### src/shared/pusr_pkg.sv
// holds constants, types and field layouts of the settings readback block
// assumes a 32-bit apb register bus and four general pins
package pusr_pkg;

   ////////////////////////////////////////////////////////////////////////////
   // register offsets (byte addresses)
   localparam logic [11:0] OFF_CHIP7 = 12'h000;
   localparam logic [11:0] OFF_VID   = 12'h004;
   localparam logic [11:0] OFF_PID   = 12'h008;
   localparam logic [11:0] OFF_POWER = 12'h00c;
   localparam logic [11:0] OFF_PINS  = 12'h010;
   localparam logic [11:0] OFF_CMD   = 12'h014;
   localparam logic [11:0] OFF_STAT  = 12'h018;
   localparam logic [11:0] OFF_MASK  = 12'h01c;
   localparam logic [11:0] OFF_PINST = 12'h020;
   localparam logic [11:0] OFF_RESP  = 12'h040;

   ////////////////////////////////////////////////////////////////////////////
   // field positions
   localparam int CHIP7_NEG_BIT = 6;
   localparam int CHIP7_POS_BIT = 5;
   localparam int CHIP7_REF_HI  = 4;
   localparam int CHIP7_REF_LO  = 3;
   localparam int CHIP7_DAC_BIT = 2;
   localparam logic [7:0] CHIP7_USED = 8'h7c;
   localparam logic [7:0] PIN_USED   = 8'h1f;
   localparam int ST_INT  = 0;
   localparam int ST_RESP = 1;

   ////////////////////////////////////////////////////////////////////////////
   // reset values (vid and pid values are arbitrary)
   localparam logic [7:0]  CHIP7_RST = 8'h00;
   localparam logic [15:0] VID_RST   = 16'h1234;
   localparam logic [15:0] PID_RST   = 16'h5678;
   localparam logic [7:0]  ATTR_RST  = 8'h80;
   localparam logic [7:0]  CURR_RST  = 8'h32;
   localparam logic [4:0]  PIN0_RST  = 5'h08;
   localparam logic [4:0]  PIN1_RST  = 5'h08;
   localparam logic [4:0]  PIN2_RST  = 5'h08;
   localparam logic [4:0]  PIN3_RST  = 5'h08;

   ////////////////////////////////////////////////////////////////////////////
   // pin designation codes
   localparam logic [2:0] DES_GPIO = 3'h0;
   localparam logic [2:0] DES_ALT1 = 3'h1;
   localparam logic [2:0] DES_ALT2 = 3'h2;
   localparam logic [2:0] DES_ALT3 = 3'h3;
   localparam logic [2:0] DES_ALT4 = 3'h4;

   ////////////////////////////////////////////////////////////////////////////
   // settings-read commands and response bytes
   localparam logic [7:0] SUB_CHIP   = 8'h00;
   localparam logic [7:0] SUB_PIN    = 8'h01;
   localparam logic [7:0] CMD_ECHO   = 8'hb0;
   localparam logic [7:0] RSP_OK     = 8'h00;
   localparam logic [7:0] RSP_UNSUPP = 8'h01;
   localparam logic [7:0] LEN_CHIP   = 8'h0e;
   localparam logic [7:0] LEN_PIN    = 8'h08;
   localparam logic [5:0] IDX_ECHO   = 6'd0;
   localparam logic [5:0] IDX_RSP    = 6'd1;
   localparam logic [5:0] IDX_LEN    = 6'd2;
   localparam logic [5:0] IDX_PIN0   = 6'd4;
   localparam logic [5:0] IDX_CHIP7  = 6'd7;
   localparam logic [5:0] IDX_VID_LO = 6'd8;
   localparam logic [5:0] IDX_VID_HI = 6'd9;
   localparam logic [5:0] IDX_PID_LO = 6'd10;
   localparam logic [5:0] IDX_PID_HI = 6'd11;
   localparam logic [5:0] IDX_ATTR   = 6'd12;
   localparam logic [5:0] IDX_CURR   = 6'd13;

   ////////////////////////////////////////////////////////////////////////////
   // types
   typedef enum logic [3:0] {
      R_NONE = 4'b0001,
      R_CHIP = 4'b0010,
      R_PIN  = 4'b0100,
      R_BAD  = 4'b1000
   } pusr_resp_e;

   typedef struct packed {
      logic [7:0]  chip7;
      logic [15:0] vid;
      logic [15:0] pid;
      logic [7:0]  attr;
      logic [7:0]  curr;
   } pusr_chip_s;

   typedef struct packed {
      logic [2:0] spare;
      logic       out_val;
      logic       dir_in;
      logic [2:0] des;
   } pusr_pin_s;

endpackage : pusr_pkg

### src/logic/pusr_top.sv
// holds the power-up settings store, settings-read responses and pin setup
// assumes an apb master on sys_clk at 50 MHz and synchronous pin inputs
//
// What this block does
// - with chip byte 7 bit 6 set, a falling interrupt edge sets the flag.
// - with chip byte 7 bit 5 set, a rising interrupt edge sets the flag.
// - chip7 bits 4-3 pick reference: 11 4.096V 10 2.048V 01 1.024V 00 off.
// - chip7 bit 2 picks the output reference: 1 supply, 0 internal module.
// - the chip response has the vendor id in bytes 8 and 9, low byte first.
// - the chip response has the product id in bytes 10-11, low byte first.
// - stored byte 12 is the power-attributes value used at enumeration.
// - enumeration current is byte 13 times 2 mA; bytes 14-63 don't care.
// - pin response bytes: 0 is 0xb0, 1 is 0x00, 2 length, 3 don't care.
// - a general-purpose output pin drives its stored bit 4 from reset on.
// - pin bit 3 is direction, 1 in and 0 out, only in general mode.
// - pin 0: 000 general, 001 suspend, 010 uart rx activity, rest ignored.
// - pin 1: 000 gpio, 001 clock, 010 analog in 1, 011 uart tx, 100 irq.
// - pin 2: 000 gpio, 001 usb config, 010 analog in 2, 011 analog out 1.
// - byte 7 is pin 3: 000 gpio, 001 i2c activity, 010 ain 3, 011 aout 2.
//
// Design decisions made here: the address map and the APB interface to the registers.
`timescale 1ns/1ns
module pusr_top
   import pusr_pkg::*;
(
   // clock and reset
   input  wire logic        sys_clk,
   input  wire logic        rstn,
   // apb slave
   input  wire logic [11:0] paddr,
   input  wire logic        psel,
   input  wire logic        penable,
   input  wire logic        pwrite,
   input  wire logic [31:0] pwdata,
   output logic      [31:0] prdata,
   output logic             pready,
   output logic             pslverr,
   // general pins
   input  wire logic [3:0]  pin_in,
   output logic      [3:0]  pin_out,
   output logic      [3:0]  pin_oe,
   // alternate function sources
   input  wire logic        suspend_state,
   input  wire logic        uart_rx_active,
   input  wire logic        uart_tx_active,
   input  wire logic        i2c_active,
   input  wire logic        usb_configured,
   input  wire logic        clock_div_out,
   // enumeration and reference settings
   output logic      [15:0] usb_vid,
   output logic      [15:0] usb_pid,
   output logic      [7:0]  usb_power_attr,
   output logic      [8:0]  usb_current_ma,
   output logic      [1:0]  adc_ref_sel,
   output logic             dac_ref_vdd,
   // interrupt
   output logic             irq
);

   ////////////////////////////////////////////////////////////////////////////
   // state
   pusr_chip_s       chip_q;
   pusr_pin_s  [3:0] pins_q;
   pusr_resp_e       kind_q;
   logic       [1:0] stat_q;
   logic       [1:0] mask_q;
   logic             prev_q;
   logic       [3:0] pin_in_q;

   ////////////////////////////////////////////////////////////////////////////
   // apb decode
   wire access   = psel && penable;
   wire complete = access && pready;
   wire wr_en    = complete && pwrite;
   wire rd_done  = complete && !pwrite;
   wire hit_chip7 = (paddr == OFF_CHIP7);
   wire hit_vid   = (paddr == OFF_VID);
   wire hit_pid   = (paddr == OFF_PID);
   wire hit_power = (paddr == OFF_POWER);
   wire hit_pins  = (paddr == OFF_PINS);
   wire hit_cmd   = (paddr == OFF_CMD);
   wire hit_stat  = (paddr == OFF_STAT);
   wire hit_mask  = (paddr == OFF_MASK);
   wire hit_pinst = (paddr == OFF_PINST);
   wire hit_resp  = (paddr[11:6] == OFF_RESP[11:6]) && (paddr[1:0] == 2'h0);
   wire mapped    = hit_chip7 || hit_vid || hit_pid || hit_power ||
                    hit_pins || hit_cmd || hit_stat || hit_mask ||
                    hit_pinst || hit_resp;

   ////////////////////////////////////////////////////////////////////////////
   // response bytes built from the live settings
   function automatic logic [7:0] resp_byte(input pusr_resp_e k,
                                            input logic [5:0] i,
                                            input pusr_chip_s c,
                                            input pusr_pin_s [3:0] p);
      logic [7:0] b;
      b = 8'h00;
      if (k != R_NONE && i == IDX_ECHO) b = CMD_ECHO;
      else if (k == R_BAD && i == IDX_RSP) b = RSP_UNSUPP;
      else if (k == R_CHIP) begin
         if (i == IDX_LEN)    b = LEN_CHIP;
         if (i == IDX_CHIP7)  b = c.chip7 & CHIP7_USED;
         if (i == IDX_VID_LO) b = c.vid[7:0];
         if (i == IDX_VID_HI) b = c.vid[15:8];
         if (i == IDX_PID_LO) b = c.pid[7:0];
         if (i == IDX_PID_HI) b = c.pid[15:8];
         if (i == IDX_ATTR)   b = c.attr;
         if (i == IDX_CURR)   b = c.curr;
      end else if (k == R_PIN) begin
         if (i == IDX_LEN) b = LEN_PIN;
         if (i >= IDX_PIN0 && i <= IDX_PIN0 + 6'd3)
            b = p[2'(i - IDX_PIN0)] & PIN_USED;
      end
      return b;
   endfunction : resp_byte

   logic [31:0] resp_word;
   genvar ln;
   generate
      for (ln = 0; ln < 4; ln++) begin : g_lane
         assign resp_word[8*ln +: 8] =
            resp_byte(kind_q, {paddr[5:2], 2'(ln)}, chip_q, pins_q);
      end
   endgenerate

   wire [31:0] rd_data =
      hit_chip7 ? {24'h0, chip_q.chip7} :
      hit_vid   ? {16'h0, chip_q.vid} :
      hit_pid   ? {16'h0, chip_q.pid} :
      hit_power ? {16'h0, chip_q.curr, chip_q.attr} :
      hit_pins  ? 32'(pins_q) :
      hit_cmd   ? {28'h0, kind_q} :
      hit_stat  ? {30'h0, stat_q} :
      hit_mask  ? {30'h0, mask_q} :
      hit_pinst ? {20'h0, pin_oe, pin_out, pin_in_q} :
      hit_resp  ? resp_word : 32'h0;

   ////////////////////////////////////////////////////////////////////////////
   // apb answer: one wait cycle so read data comes from a register
   always_ff @(posedge sys_clk or negedge rstn) begin
      if (!rstn) begin
         pready  <= 1'b0;
         prdata  <= 32'h0;
         pslverr <= 1'b0;
      end else begin
         pready  <= access && !pready;
         pslverr <= access && !pready && !mapped;
         if (access && !pready) prdata <= pwrite ? 32'h0 : rd_data;
      end
   end

   ////////////////////////////////////////////////////////////////////////////
   // settings and command
   wire pusr_resp_e kind_d = (pwdata[7:0] == SUB_CHIP) ? R_CHIP :
                             (pwdata[7:0] == SUB_PIN)  ? R_PIN : R_BAD;

   always_ff @(posedge sys_clk or negedge rstn) begin
      if (!rstn) begin
         chip_q <= '{CHIP7_RST, VID_RST, PID_RST, ATTR_RST, CURR_RST};
         pins_q <= {3'h0, PIN3_RST, 3'h0, PIN2_RST,
                    3'h0, PIN1_RST, 3'h0, PIN0_RST};
         kind_q <= R_NONE;
         mask_q <= 2'h0;
      end else begin
         if (wr_en && hit_chip7) chip_q.chip7 <= pwdata[7:0];
         if (wr_en && hit_vid)   chip_q.vid   <= pwdata[15:0];
         if (wr_en && hit_pid)   chip_q.pid   <= pwdata[15:0];
         if (wr_en && hit_power) chip_q.attr  <= pwdata[7:0];
         if (wr_en && hit_power) chip_q.curr  <= pwdata[15:8];
         if (wr_en && hit_pins)  pins_q       <= pwdata;
         if (wr_en && hit_cmd)   kind_q       <= kind_d;
         if (wr_en && hit_mask)  mask_q       <= pwdata[1:0];
      end
   end

   ////////////////////////////////////////////////////////////////////////////
   // enumeration and reference outputs
   always_ff @(posedge sys_clk or negedge rstn) begin
      if (!rstn) begin
         usb_vid        <= VID_RST;
         usb_pid        <= PID_RST;
         usb_power_attr <= ATTR_RST;
         usb_current_ma <= {CURR_RST, 1'b0};
         adc_ref_sel    <= CHIP7_RST[CHIP7_REF_HI:CHIP7_REF_LO];
         dac_ref_vdd    <= CHIP7_RST[CHIP7_DAC_BIT];
      end else begin
         usb_vid        <= chip_q.vid;
         usb_pid        <= chip_q.pid;
         usb_power_attr <= chip_q.attr;
         usb_current_ma <= {chip_q.curr, 1'b0};
         adc_ref_sel    <= chip_q.chip7[CHIP7_REF_HI:CHIP7_REF_LO];
         dac_ref_vdd    <= chip_q.chip7[CHIP7_DAC_BIT];
      end
   end

   ////////////////////////////////////////////////////////////////////////////
   // interrupt detection and status
   wire int_pin  = (pins_q[1].des == DES_ALT4);
   wire fall_evt = int_pin && prev_q && !pin_in_q[1] &&
                   chip_q.chip7[CHIP7_NEG_BIT];
   wire rise_evt = int_pin && !prev_q && pin_in_q[1] &&
                   chip_q.chip7[CHIP7_POS_BIT];
   wire [1:0] set_d = {wr_en && hit_cmd, fall_evt || rise_evt};
   // only bits shown to the reader are cleared; a new event wins
   wire [1:0] clr_d = (rd_done && hit_stat) ? prdata[1:0] : 2'h0;

   always_ff @(posedge sys_clk or negedge rstn) begin
      if (!rstn) begin
         stat_q <= 2'h0;
         prev_q <= 1'b0;
         irq    <= 1'b0;
      end else begin
         stat_q <= (stat_q & ~clr_d) | set_d;
         prev_q <= pin_in_q[1];
         irq    <= |(stat_q & mask_q);
      end
   end

   ////////////////////////////////////////////////////////////////////////////
   // general pins
   logic [3:0] alt0, alt1, alt2, alt3;
   assign alt0 = {2'b00, uart_rx_active, suspend_state};
   assign alt1 = {1'b0, uart_tx_active, 1'b0, clock_div_out};
   assign alt2 = {2'b00, 1'b0, usb_configured};
   assign alt3 = {2'b00, 1'b0, i2c_active};

   pusr_gp_pin #(.ALT_OUT(4'b0011), .ALT_OK(4'b0011),
                 .RST_CFG(PIN0_RST)) u_pin0 (
      .sys_clk(sys_clk), .rstn(rstn), .cfg(pins_q[0]), .alt_val(alt0),
      .pin_in(pin_in[0]), .out_q(pin_out[0]), .oe_q(pin_oe[0]),
      .in_q(pin_in_q[0]));
   pusr_gp_pin #(.ALT_OUT(4'b0101), .ALT_OK(4'b1111),
                 .RST_CFG(PIN1_RST)) u_pin1 (
      .sys_clk(sys_clk), .rstn(rstn), .cfg(pins_q[1]), .alt_val(alt1),
      .pin_in(pin_in[1]), .out_q(pin_out[1]), .oe_q(pin_oe[1]),
      .in_q(pin_in_q[1]));
   pusr_gp_pin #(.ALT_OUT(4'b0001), .ALT_OK(4'b0111),
                 .RST_CFG(PIN2_RST)) u_pin2 (
      .sys_clk(sys_clk), .rstn(rstn), .cfg(pins_q[2]), .alt_val(alt2),
      .pin_in(pin_in[2]), .out_q(pin_out[2]), .oe_q(pin_oe[2]),
      .in_q(pin_in_q[2]));
   pusr_gp_pin #(.ALT_OUT(4'b0001), .ALT_OK(4'b0111),
                 .RST_CFG(PIN3_RST)) u_pin3 (
      .sys_clk(sys_clk), .rstn(rstn), .cfg(pins_q[3]), .alt_val(alt3),
      .pin_in(pin_in[3]), .out_q(pin_out[3]), .oe_q(pin_oe[3]),
      .in_q(pin_in_q[3]));

   ////////////////////////////////////////////////////////////////////////////
   // checks
   wire rd_ans = pready && psel && !pwrite;
   property p_neg_edge;
      @(posedge sys_clk) disable iff (!rstn)
      (int_pin && chip_q.chip7[CHIP7_NEG_BIT] && $fell(pin_in_q[1]))
         |=> stat_q[ST_INT];
   endproperty
   a_neg_edge: assert property (p_neg_edge)
      else $error("falling edge did not set detect flag");

   property p_pos_edge;
      @(posedge sys_clk) disable iff (!rstn)
      (int_pin && chip_q.chip7[CHIP7_POS_BIT] && $rose(pin_in_q[1]))
         |=> stat_q[ST_INT];
   endproperty
   a_pos_edge: assert property (p_pos_edge)
      else $error("rising edge did not set detect flag");

   property p_adc_ref;
      @(posedge sys_clk) disable iff (!rstn)
      (wr_en && hit_chip7) |-> ##2 adc_ref_sel == $past(pwdata[4:3], 2);
   endproperty
   a_adc_ref: assert property (p_adc_ref)
      else $error("converter reference select wrong");

   property p_dac_ref;
      @(posedge sys_clk) disable iff (!rstn)
      (wr_en && hit_chip7) |-> ##2 dac_ref_vdd == $past(pwdata[2], 2);
   endproperty
   a_dac_ref: assert property (p_dac_ref)
      else $error("output reference source wrong");

   property p_vid_resp;
      @(posedge sys_clk) disable iff (!rstn)
      (rd_ans && paddr == OFF_RESP + 12'h008 && kind_q == R_CHIP)
         |-> prdata[15:0] == chip_q.vid;
   endproperty
   a_vid_resp: assert property (p_vid_resp)
      else $error("vendor id bytes wrong in response");

   property p_pid_resp;
      @(posedge sys_clk) disable iff (!rstn)
      (rd_ans && paddr == OFF_RESP + 12'h008 && kind_q == R_CHIP)
         |-> prdata[31:16] == chip_q.pid;
   endproperty
   a_pid_resp: assert property (p_pid_resp)
      else $error("product id bytes wrong in response");

   property p_current;
      @(posedge sys_clk) disable iff (!rstn)
      (wr_en && hit_power) |-> ##2
         usb_current_ma == {$past(pwdata[15:8], 2), 1'b0} &&
         usb_power_attr == $past(pwdata[7:0], 2);
   endproperty
   a_current: assert property (p_current)
      else $error("enumeration current or attributes wrong");

   property p_pin_head;
      @(posedge sys_clk) disable iff (!rstn)
      (rd_ans && paddr == OFF_RESP && kind_q == R_PIN)
         |-> prdata == {8'h00, LEN_PIN, RSP_OK, CMD_ECHO};
   endproperty
   a_pin_head: assert property (p_pin_head)
      else $error("pin response header wrong");

   property p_gpio_out;
      @(posedge sys_clk) disable iff (!rstn)
      (pins_q[0].des == DES_GPIO && !pins_q[0].dir_in)
         |=> pin_oe[0] && pin_out[0] == $past(pins_q[0].out_val);
   endproperty
   a_gpio_out: assert property (p_gpio_out)
      else $error("general output not driven with stored value");

   property p_gpio_in;
      @(posedge sys_clk) disable iff (!rstn)
      (pins_q[2].des == DES_GPIO && pins_q[2].dir_in) |=> !pin_oe[2];
   endproperty
   a_gpio_in: assert property (p_gpio_in)
      else $error("input pin is driven");

   property p_suspend;
      @(posedge sys_clk) disable iff (!rstn)
      (pins_q[0].des == DES_ALT1)
         |=> pin_oe[0] && pin_out[0] == $past(suspend_state);
   endproperty
   a_suspend: assert property (p_suspend)
      else $error("suspend indicator not on pin 0");

   property p_analog;
      @(posedge sys_clk) disable iff (!rstn)
      (pins_q[1].des == DES_ALT2 || pins_q[3].des == DES_ALT3)
         |=> !(pins_q[1].des == DES_ALT2 && pin_oe[1])
             && !(pins_q[3].des == DES_ALT3 && pin_oe[3]);
   endproperty
   a_analog: assert property (p_analog)
      else $error("analog pin is driven");

   property p_tail_zero;
      @(posedge sys_clk) disable iff (!rstn)
      (rd_ans && paddr == OFF_RESP + 12'h00c && kind_q == R_CHIP)
         |-> prdata[31:16] == 16'h0000;
   endproperty
   a_tail_zero: assert property (p_tail_zero)
      else $error("don't-care response bytes not zero");

endmodule : pusr_top

### src/logic/pusr_gp_pin.sv
// holds one general pin: designation decode and registered drive
// assumes synchronous pin input and alternate sources from the top
`timescale 1ns/1ns
module pusr_gp_pin
   import pusr_pkg::*;
#(
   parameter logic [3:0] ALT_OUT = 4'h0,
   parameter logic [3:0] ALT_OK  = 4'h0,
   parameter logic [4:0] RST_CFG = 5'h08
) (
   // clock and reset
   input  wire logic       sys_clk,
   input  wire logic       rstn,
   // settings and alternate values for codes 1 to 4
   input  wire pusr_pin_s  cfg,
   input  wire logic [3:0] alt_val,
   // pin
   input  wire logic       pin_in,
   output logic            out_q,
   output logic            oe_q,
   output logic            in_q
);

   localparam logic RST_OE = (RST_CFG[2:0] == DES_GPIO) && !RST_CFG[3];

   wire       is_gpio = (cfg.des == DES_GPIO);
   wire [1:0] alt_idx = 2'(cfg.des - 3'd1);
   wire       alt_ok  = (cfg.des != DES_GPIO) && (cfg.des <= DES_ALT4)
                        && ALT_OK[alt_idx];
   // direction only counts in general-purpose mode
   wire       drive_d = is_gpio ? !cfg.dir_in
                                : (alt_ok && ALT_OUT[alt_idx]);
   wire       val_d   = is_gpio ? cfg.out_val : alt_val[alt_idx];

   always_ff @(posedge sys_clk or negedge rstn) begin
      if (!rstn) begin
         out_q <= RST_OE && RST_CFG[4];
         oe_q  <= RST_OE;
         in_q  <= 1'b0;
      end else begin
         out_q <= drive_d ? val_d : 1'b0;
         oe_q  <= drive_d;
         in_q  <= pin_in;
      end
   end

endmodule : pusr_gp_pin

### config.mk
export PLATFORM = sky130hd
export DESIGN_NAME = pusr_top
export DESIGN_NICKNAME = d
export VERILOG_FILES = /design/src/shared/pusr_pkg.sv /design/src/logic/pusr_top.sv /design/src/logic/pusr_gp_pin.sv
export SDC_FILE = /design/constraint.sdc
export NUM_CORES = 1
export LEC_CHECK = 0
export ABC_AREA = 1
export BUFFER_PORTS_ARGS = -buffer_cell sky130_fd_sc_hd__buf_4
export CAP_MARGIN = 25
export CORE_MARGIN = 3
export CORE_UTILIZATION = 35
export CTS_BUF_LIST = sky130_fd_sc_hd__clkbuf_16
export DETAILED_ROUTE_END_ITERATION = 16
export REMOVE_ABC_BUFFERS = 1
export SLEW_MARGIN = 15
export SYNTH_ARGS = -nofsm -noshare
export SYNTH_HDL_FRONTEND = slang
export SYNTH_SLANG_ARGS = --single-unit
### constraint.sdc
create_clock -name sys_clk -period 1.8 [get_ports sys_clk]
set_input_delay 0.36 -clock sys_clk [delete_from_list [all_inputs] [get_ports sys_clk]]
set_output_delay 0.36 -clock sys_clk [all_outputs]
set_load 0.01 [all_outputs]
==> metrics.txt <==
# TYPE chip_impl_metric gauge
chip_impl_metric{name="max_freq",unit="MHz"} 573
chip_impl_metric{name="post_synth_instance_area",unit="um2"} 8970
chip_impl_metric{name="synthArstFlopShare",unit="%"} 100
chip_impl_metric{name="finalNonFillerCells",unit=""} 1584
chip_impl_metric{name="p_int",unit="mW"} 6.79
chip_impl_info{name="critical-path-slowest-cell",value="dfstp_2"} 1
chip_impl_metric{name="ir_worst_vdd",unit="uV"} 494
chip_impl_info{name="status",value="completed"} 1
chip_impl_metric{name="arrival",unit="ps"} 2070
chip_impl_metric{name="via_per_inst",unit=""} 4.93
chip_impl_metric{name="min_period",unit="ps"} 1740
chip_impl_metric{name="combinationalPowerShare",unit="%"} 4.8
chip_impl_info{name="critical-path-top-cell-by-count",value="nand2_1"} 1
chip_impl_metric{name="hpwl",unit="um"} 22500
chip_impl_metric{name="cp_slowest_stage_delay",unit="ps"} 610
chip_impl_metric{name="design.core.area",unit="um2"} 24700
chip_impl_metric{name="dr.first_iter.drc_count",unit=""} 575
chip_impl_metric{name="hold-path-cell-count",unit=""} 1
chip_impl_metric{name="cellPowerDensity",unit="nW/um2"} 747
chip_impl_metric{name="timing.final.crit_share",unit="%"} 96.9
chip_impl_info{name="ys_dominant_reg_cell",value="dfrtp_1"} 1
chip_impl_metric{name="routed_wire_length_per_instance",unit="um"} 19.1
chip_impl_metric{name="number_of_antenna_violations_at_the_first_check_in_global_routing",unit=""} 0
chip_impl_metric{name="postLayoutSetupSlackWorst",unit="ps"} 55.1
chip_impl_metric{name="required",unit="ps"} 2130
chip_impl_metric{name="power_frac_clock",unit="%"} 45.9
chip_impl_info{name="worst-setup-path-type",value="reg -> reg"} 1
chip_impl_metric{name="postLayoutCoreUtil",unit="%"} 48.2
chip_impl_metric{name="synth.ff_latch_count",unit=""} 195
chip_impl_metric{name="chipHeight",unit="um"} 166
chip_impl_metric{name="critical_path.max_fanout",unit=""} 6
chip_impl_metric{name="hold-worst-slack",unit="ps"} 20.9
chip_impl_metric{name="floorplan.rows",unit=""} 57
chip_impl_info{name="holdCritPathClass",value="in -> reg"} 1
chip_impl_metric{name="drtAntennaViolNets",unit=""} 0
chip_impl_metric{name="grt_max_degree",unit=""} 58
chip_impl_metric{name="drv_slew",unit=""} 0
chip_impl_metric{name="yosysSeqAreaShare",unit="%"} 54.9
chip_impl_metric{name="fraction_of_layout_cells_with_a_size_suffix_above_1",unit="%"} 31.7
chip_impl_metric{name="switching_share",unit="%"} 23.8
chip_impl_metric{name="final_area",unit="um2"} 11900
chip_impl_metric{name="finalNetCount",unit=""} 1319
chip_impl_metric{name="drv_cap",unit=""} 0
chip_impl_metric{name="design.die.area",unit="um2"} 27600
chip_impl_metric{name="ios",unit=""} 154
chip_impl_metric{name="clock_pin_slew_worst_setup_and_hold_paths",unit="ps"} 70
chip_impl_metric{name="area_delta_synth_final",unit="%"} 33.0
chip_impl_metric{name="die_w",unit="um"} 166
chip_impl_metric{name="placedCellCount",unit=""} 1549
chip_impl_metric{name="portBuffers",unit=""} 152
chip_impl_info{name="timing.rr.start",value="kind_q[0]$_DFFE_PN1P_"} 1
chip_impl_metric{name="synthesis.instances",unit=""} 1017
chip_impl_metric{name="ff2ff_path_depth",unit=""} 16
chip_impl_metric{name="leakagePower",unit="nW"} 5.90
chip_impl_metric{name="synthDistinctLibCells",unit=""} 46
chip_impl_info{name="startpoint_type",value="register"} 1
chip_impl_metric{name="detailroute.via_count",unit=""} 7807
chip_impl_metric{name="report.final.setup_viol",unit=""} 0
chip_impl_metric{name="clkSinkCount",unit=""} 195
chip_impl_metric{name="first_pass_grt_wire_length",unit="um"} 46000
chip_impl_info{name="critical_path.cell_chain",value="nor2_4, nand3_2, buf_6, nor2_8, nand2_2, nand2_1, nand2_1, nand3_1, nand2_1, nand2_1, nand2_1, nand2_1, nand2_1, nand2_1, nand2_1, nand2_1"} 1
chip_impl_metric{name="routabilityCongestion",unit=""} 0.947
chip_impl_metric{name="yosys_warnings",unit=""} 0
chip_impl_metric{name="fin_tns_setup",unit="ps"} 0
chip_impl_metric{name="first_global_vias",unit=""} 7755
chip_impl_info{name="ys_top_cells_by_area",value="dfrtp_1 44%, dfstp_2 11%, nand2_1 11%, o21ai_0 7.4%, inv_1 5.2%"} 1
chip_impl_metric{name="worst_skew_pair.late_latency",unit="ps"} 450
chip_impl_metric{name="overflow",unit=""} 0
chip_impl_metric{name="mean_area_per_synthesized_cell",unit="um2"} 8.82
chip_impl_metric{name="placed_area",unit="um2"} 11200
chip_impl_metric{name="cts_max_path_buffers",unit=""} 2
chip_impl_info{name="grt_setup_unrepaired",value="true"} 1
chip_impl_metric{name="cp.buffers_inverters",unit=""} 1
chip_impl_metric{name="total_power",unit="mW"} 8.92
chip_impl_metric{name="dp_slack",unit="ps"} -379
chip_impl_metric{name="clock-skew-final",unit="ps"} 13.8
chip_impl_metric{name="postRouteWirelength",unit="um"} 30300
chip_impl_info{name="rr_endpoint",value="prdata[0]$_DFFE_PN0P_"} 1
chip_impl_info{name="cts_tree",value="built"} 1
chip_impl_metric{name="synth_edf_count",unit=""} 0
chip_impl_metric{name="seqPwrFrac",unit="%"} 49.3
chip_impl_metric{name="cts_max_level",unit=""} 4
chip_impl_metric{name="firstDrtPassIters",unit=""} 5
chip_impl_metric{name="ff2ff_setup_slack",unit="ps"} 60
chip_impl_metric{name="hold_violations",unit=""} 0
chip_impl_metric{name="yosys.area.top_type_share",unit="%"} 43.5
chip_impl_info{name="worst_setup_path_end_kind",value="register"} 1
chip_impl_metric{name="grtUsageTotal",unit="%"} 21.7
chip_impl_info{name="cts.root.buffer_cell",value="clkbuf_16"} 1
chip_impl_metric{name="initial_utilization",unit="%"} 36.2
chip_impl_metric{name="drc",unit=""} 0
chip_impl_info{name="hold_path_end",value="u_pin3.in_q$_DFF_PN0_"} 1
chip_impl_metric{name="cts_buffers",unit=""} 17
chip_impl_info{name="worst_hold_startpoint",value="pin_in[3]"} 1
chip_impl_info{name="post-synth-top-area-cell",value="dfrtp_1"} 1
chip_impl_info{name="critPathTopFamily",value="simple AND/OR/NAND/NOR gates"} 1
chip_impl_metric{name="antenna_diode_instance_count",unit=""} 0
chip_impl_metric{name="power.net_switching",unit="mW"} 2.12
[worst max path at each step]
stage | start | endpoint | slack [ps] | cells after the start
after floorplan | paddr[5] | pins_q[16]$_DFFE_PN0P_ | -590 | 7
after global placement | paddr[11] | prdata[0]$_DFFE_PN0P_ | -350 | 17
after detailed placement | paddr[9] | chip_q[29]$_DFFE_PN0P_ | -380 | 9
after CTS | kind_q[0]$_DFFE_PN1P_ | prdata[24]$_DFFE_PN0P_ | 2 | 10
after global routing | kind_q[0]$_DFFE_PN1P_ | prdata[0]$_DFFE_PN0P_ | -70 | 16
final | kind_q[0]$_DFFE_PN1P_ | prdata[0]$_DFFE_PN0P_ | 60 | 16
[cell type report]
type                    count  area [um2]
repair buffers            255        2080
inverters                 135         517
well taps                 324         405
flip-flops and latches    195        4930
clock buffers              17         425
clock inverters            15         200
multi-input cells         643        3370
fillers                  2375       12800
[cells in the mapped netlist (11+ instances only)]
library cell / n
nand3_1: 41
dfrtp_1: 156
nor2_1: 41
clkbuf_1: 15
o21ai_0: 132
buf_2: 14
a22o_1: 11
inv_1: 124
nand2_1: 262
dfstp_2: 39
ha_1: 13
a21oi_1: 21
o21ai_1: 21
mux2_2: 16
buf_4: 14
[power groups by stage]
| stage | Clock (mW) | Combinational [mW] | Sequential (mW) |
|---|---|---|---|
| 2_1_floorplan | 0 | 0.0982 | 4.48 |
| 6_report | 4.09 | 0.430 | 4.40 |
| 5_1_grt | 4.33 | 0.474 | 4.40 |
| 3_3_place_gp | 0 | 0.428 | 4.48 |
| 3_5_place_dp | 0 | 0.430 | 4.48 |
| 4_1_cts | 4.16 | 0.434 | 4.40 |
[cell usage in the layout (no fill, tap or decap), drive strengths merged, types with 4 or more instances in the layout]
cell type	instances
a22o	11
clkinv	6
a22oi	5
dfrtp	156
o211ai	10
ha	13
clkbuf	18
mux2	16
o22ai	7
buf	253
nand4	4
inv	138
nand2	270
nor3	7
nor2	55
o21ai	154
nand3	43
dfstp	39
a21oi	21
[layer usage]
metal  track usage (%)  share of wire, %  vias to the layer above
li1                  -                 -                     3745
met1              29.4                44                     3722
met2              35.2                47                      301
met3              3.98               6.2                       39
met4              7.81               3.0                        0
met5                 0                 0                        -
[registers in the layout (all words and copies together) (netlist names), 2 cells and up]
register,flops
pins_q,32
adc_ref_sel,2
mask_q,2
kind_q,4
usb_current_ma,8
stat_q,2
chip_q,56
usb_vid,16
usb_power_attr,8
prdata,32
usb_pid,16
[timing repair]
action                     CTS  global route
hold endpoints to repair    23             0
setup buffers                0             3
pin swaps                    0             9
resized for setup            3            38
hold buffers                 1             0
setup endpoints to repair   12            40
[cells by family (layout without fill, tap and decap cells)]
family,after synthesis,in the layout,synth area share (%)
adder cells (fa/ha/maj),13,13,1.81
AND/OR/NAND/NOR,391,391,18.9
flip-flops,195,195,54.9
buffers and inverters,179,422,8.36
other,1,1,0.0418
AO/OA/AOI/OAI,222,222,13.9
multiplexers,16,16,2.01
(Power assumes the default switching activity.)
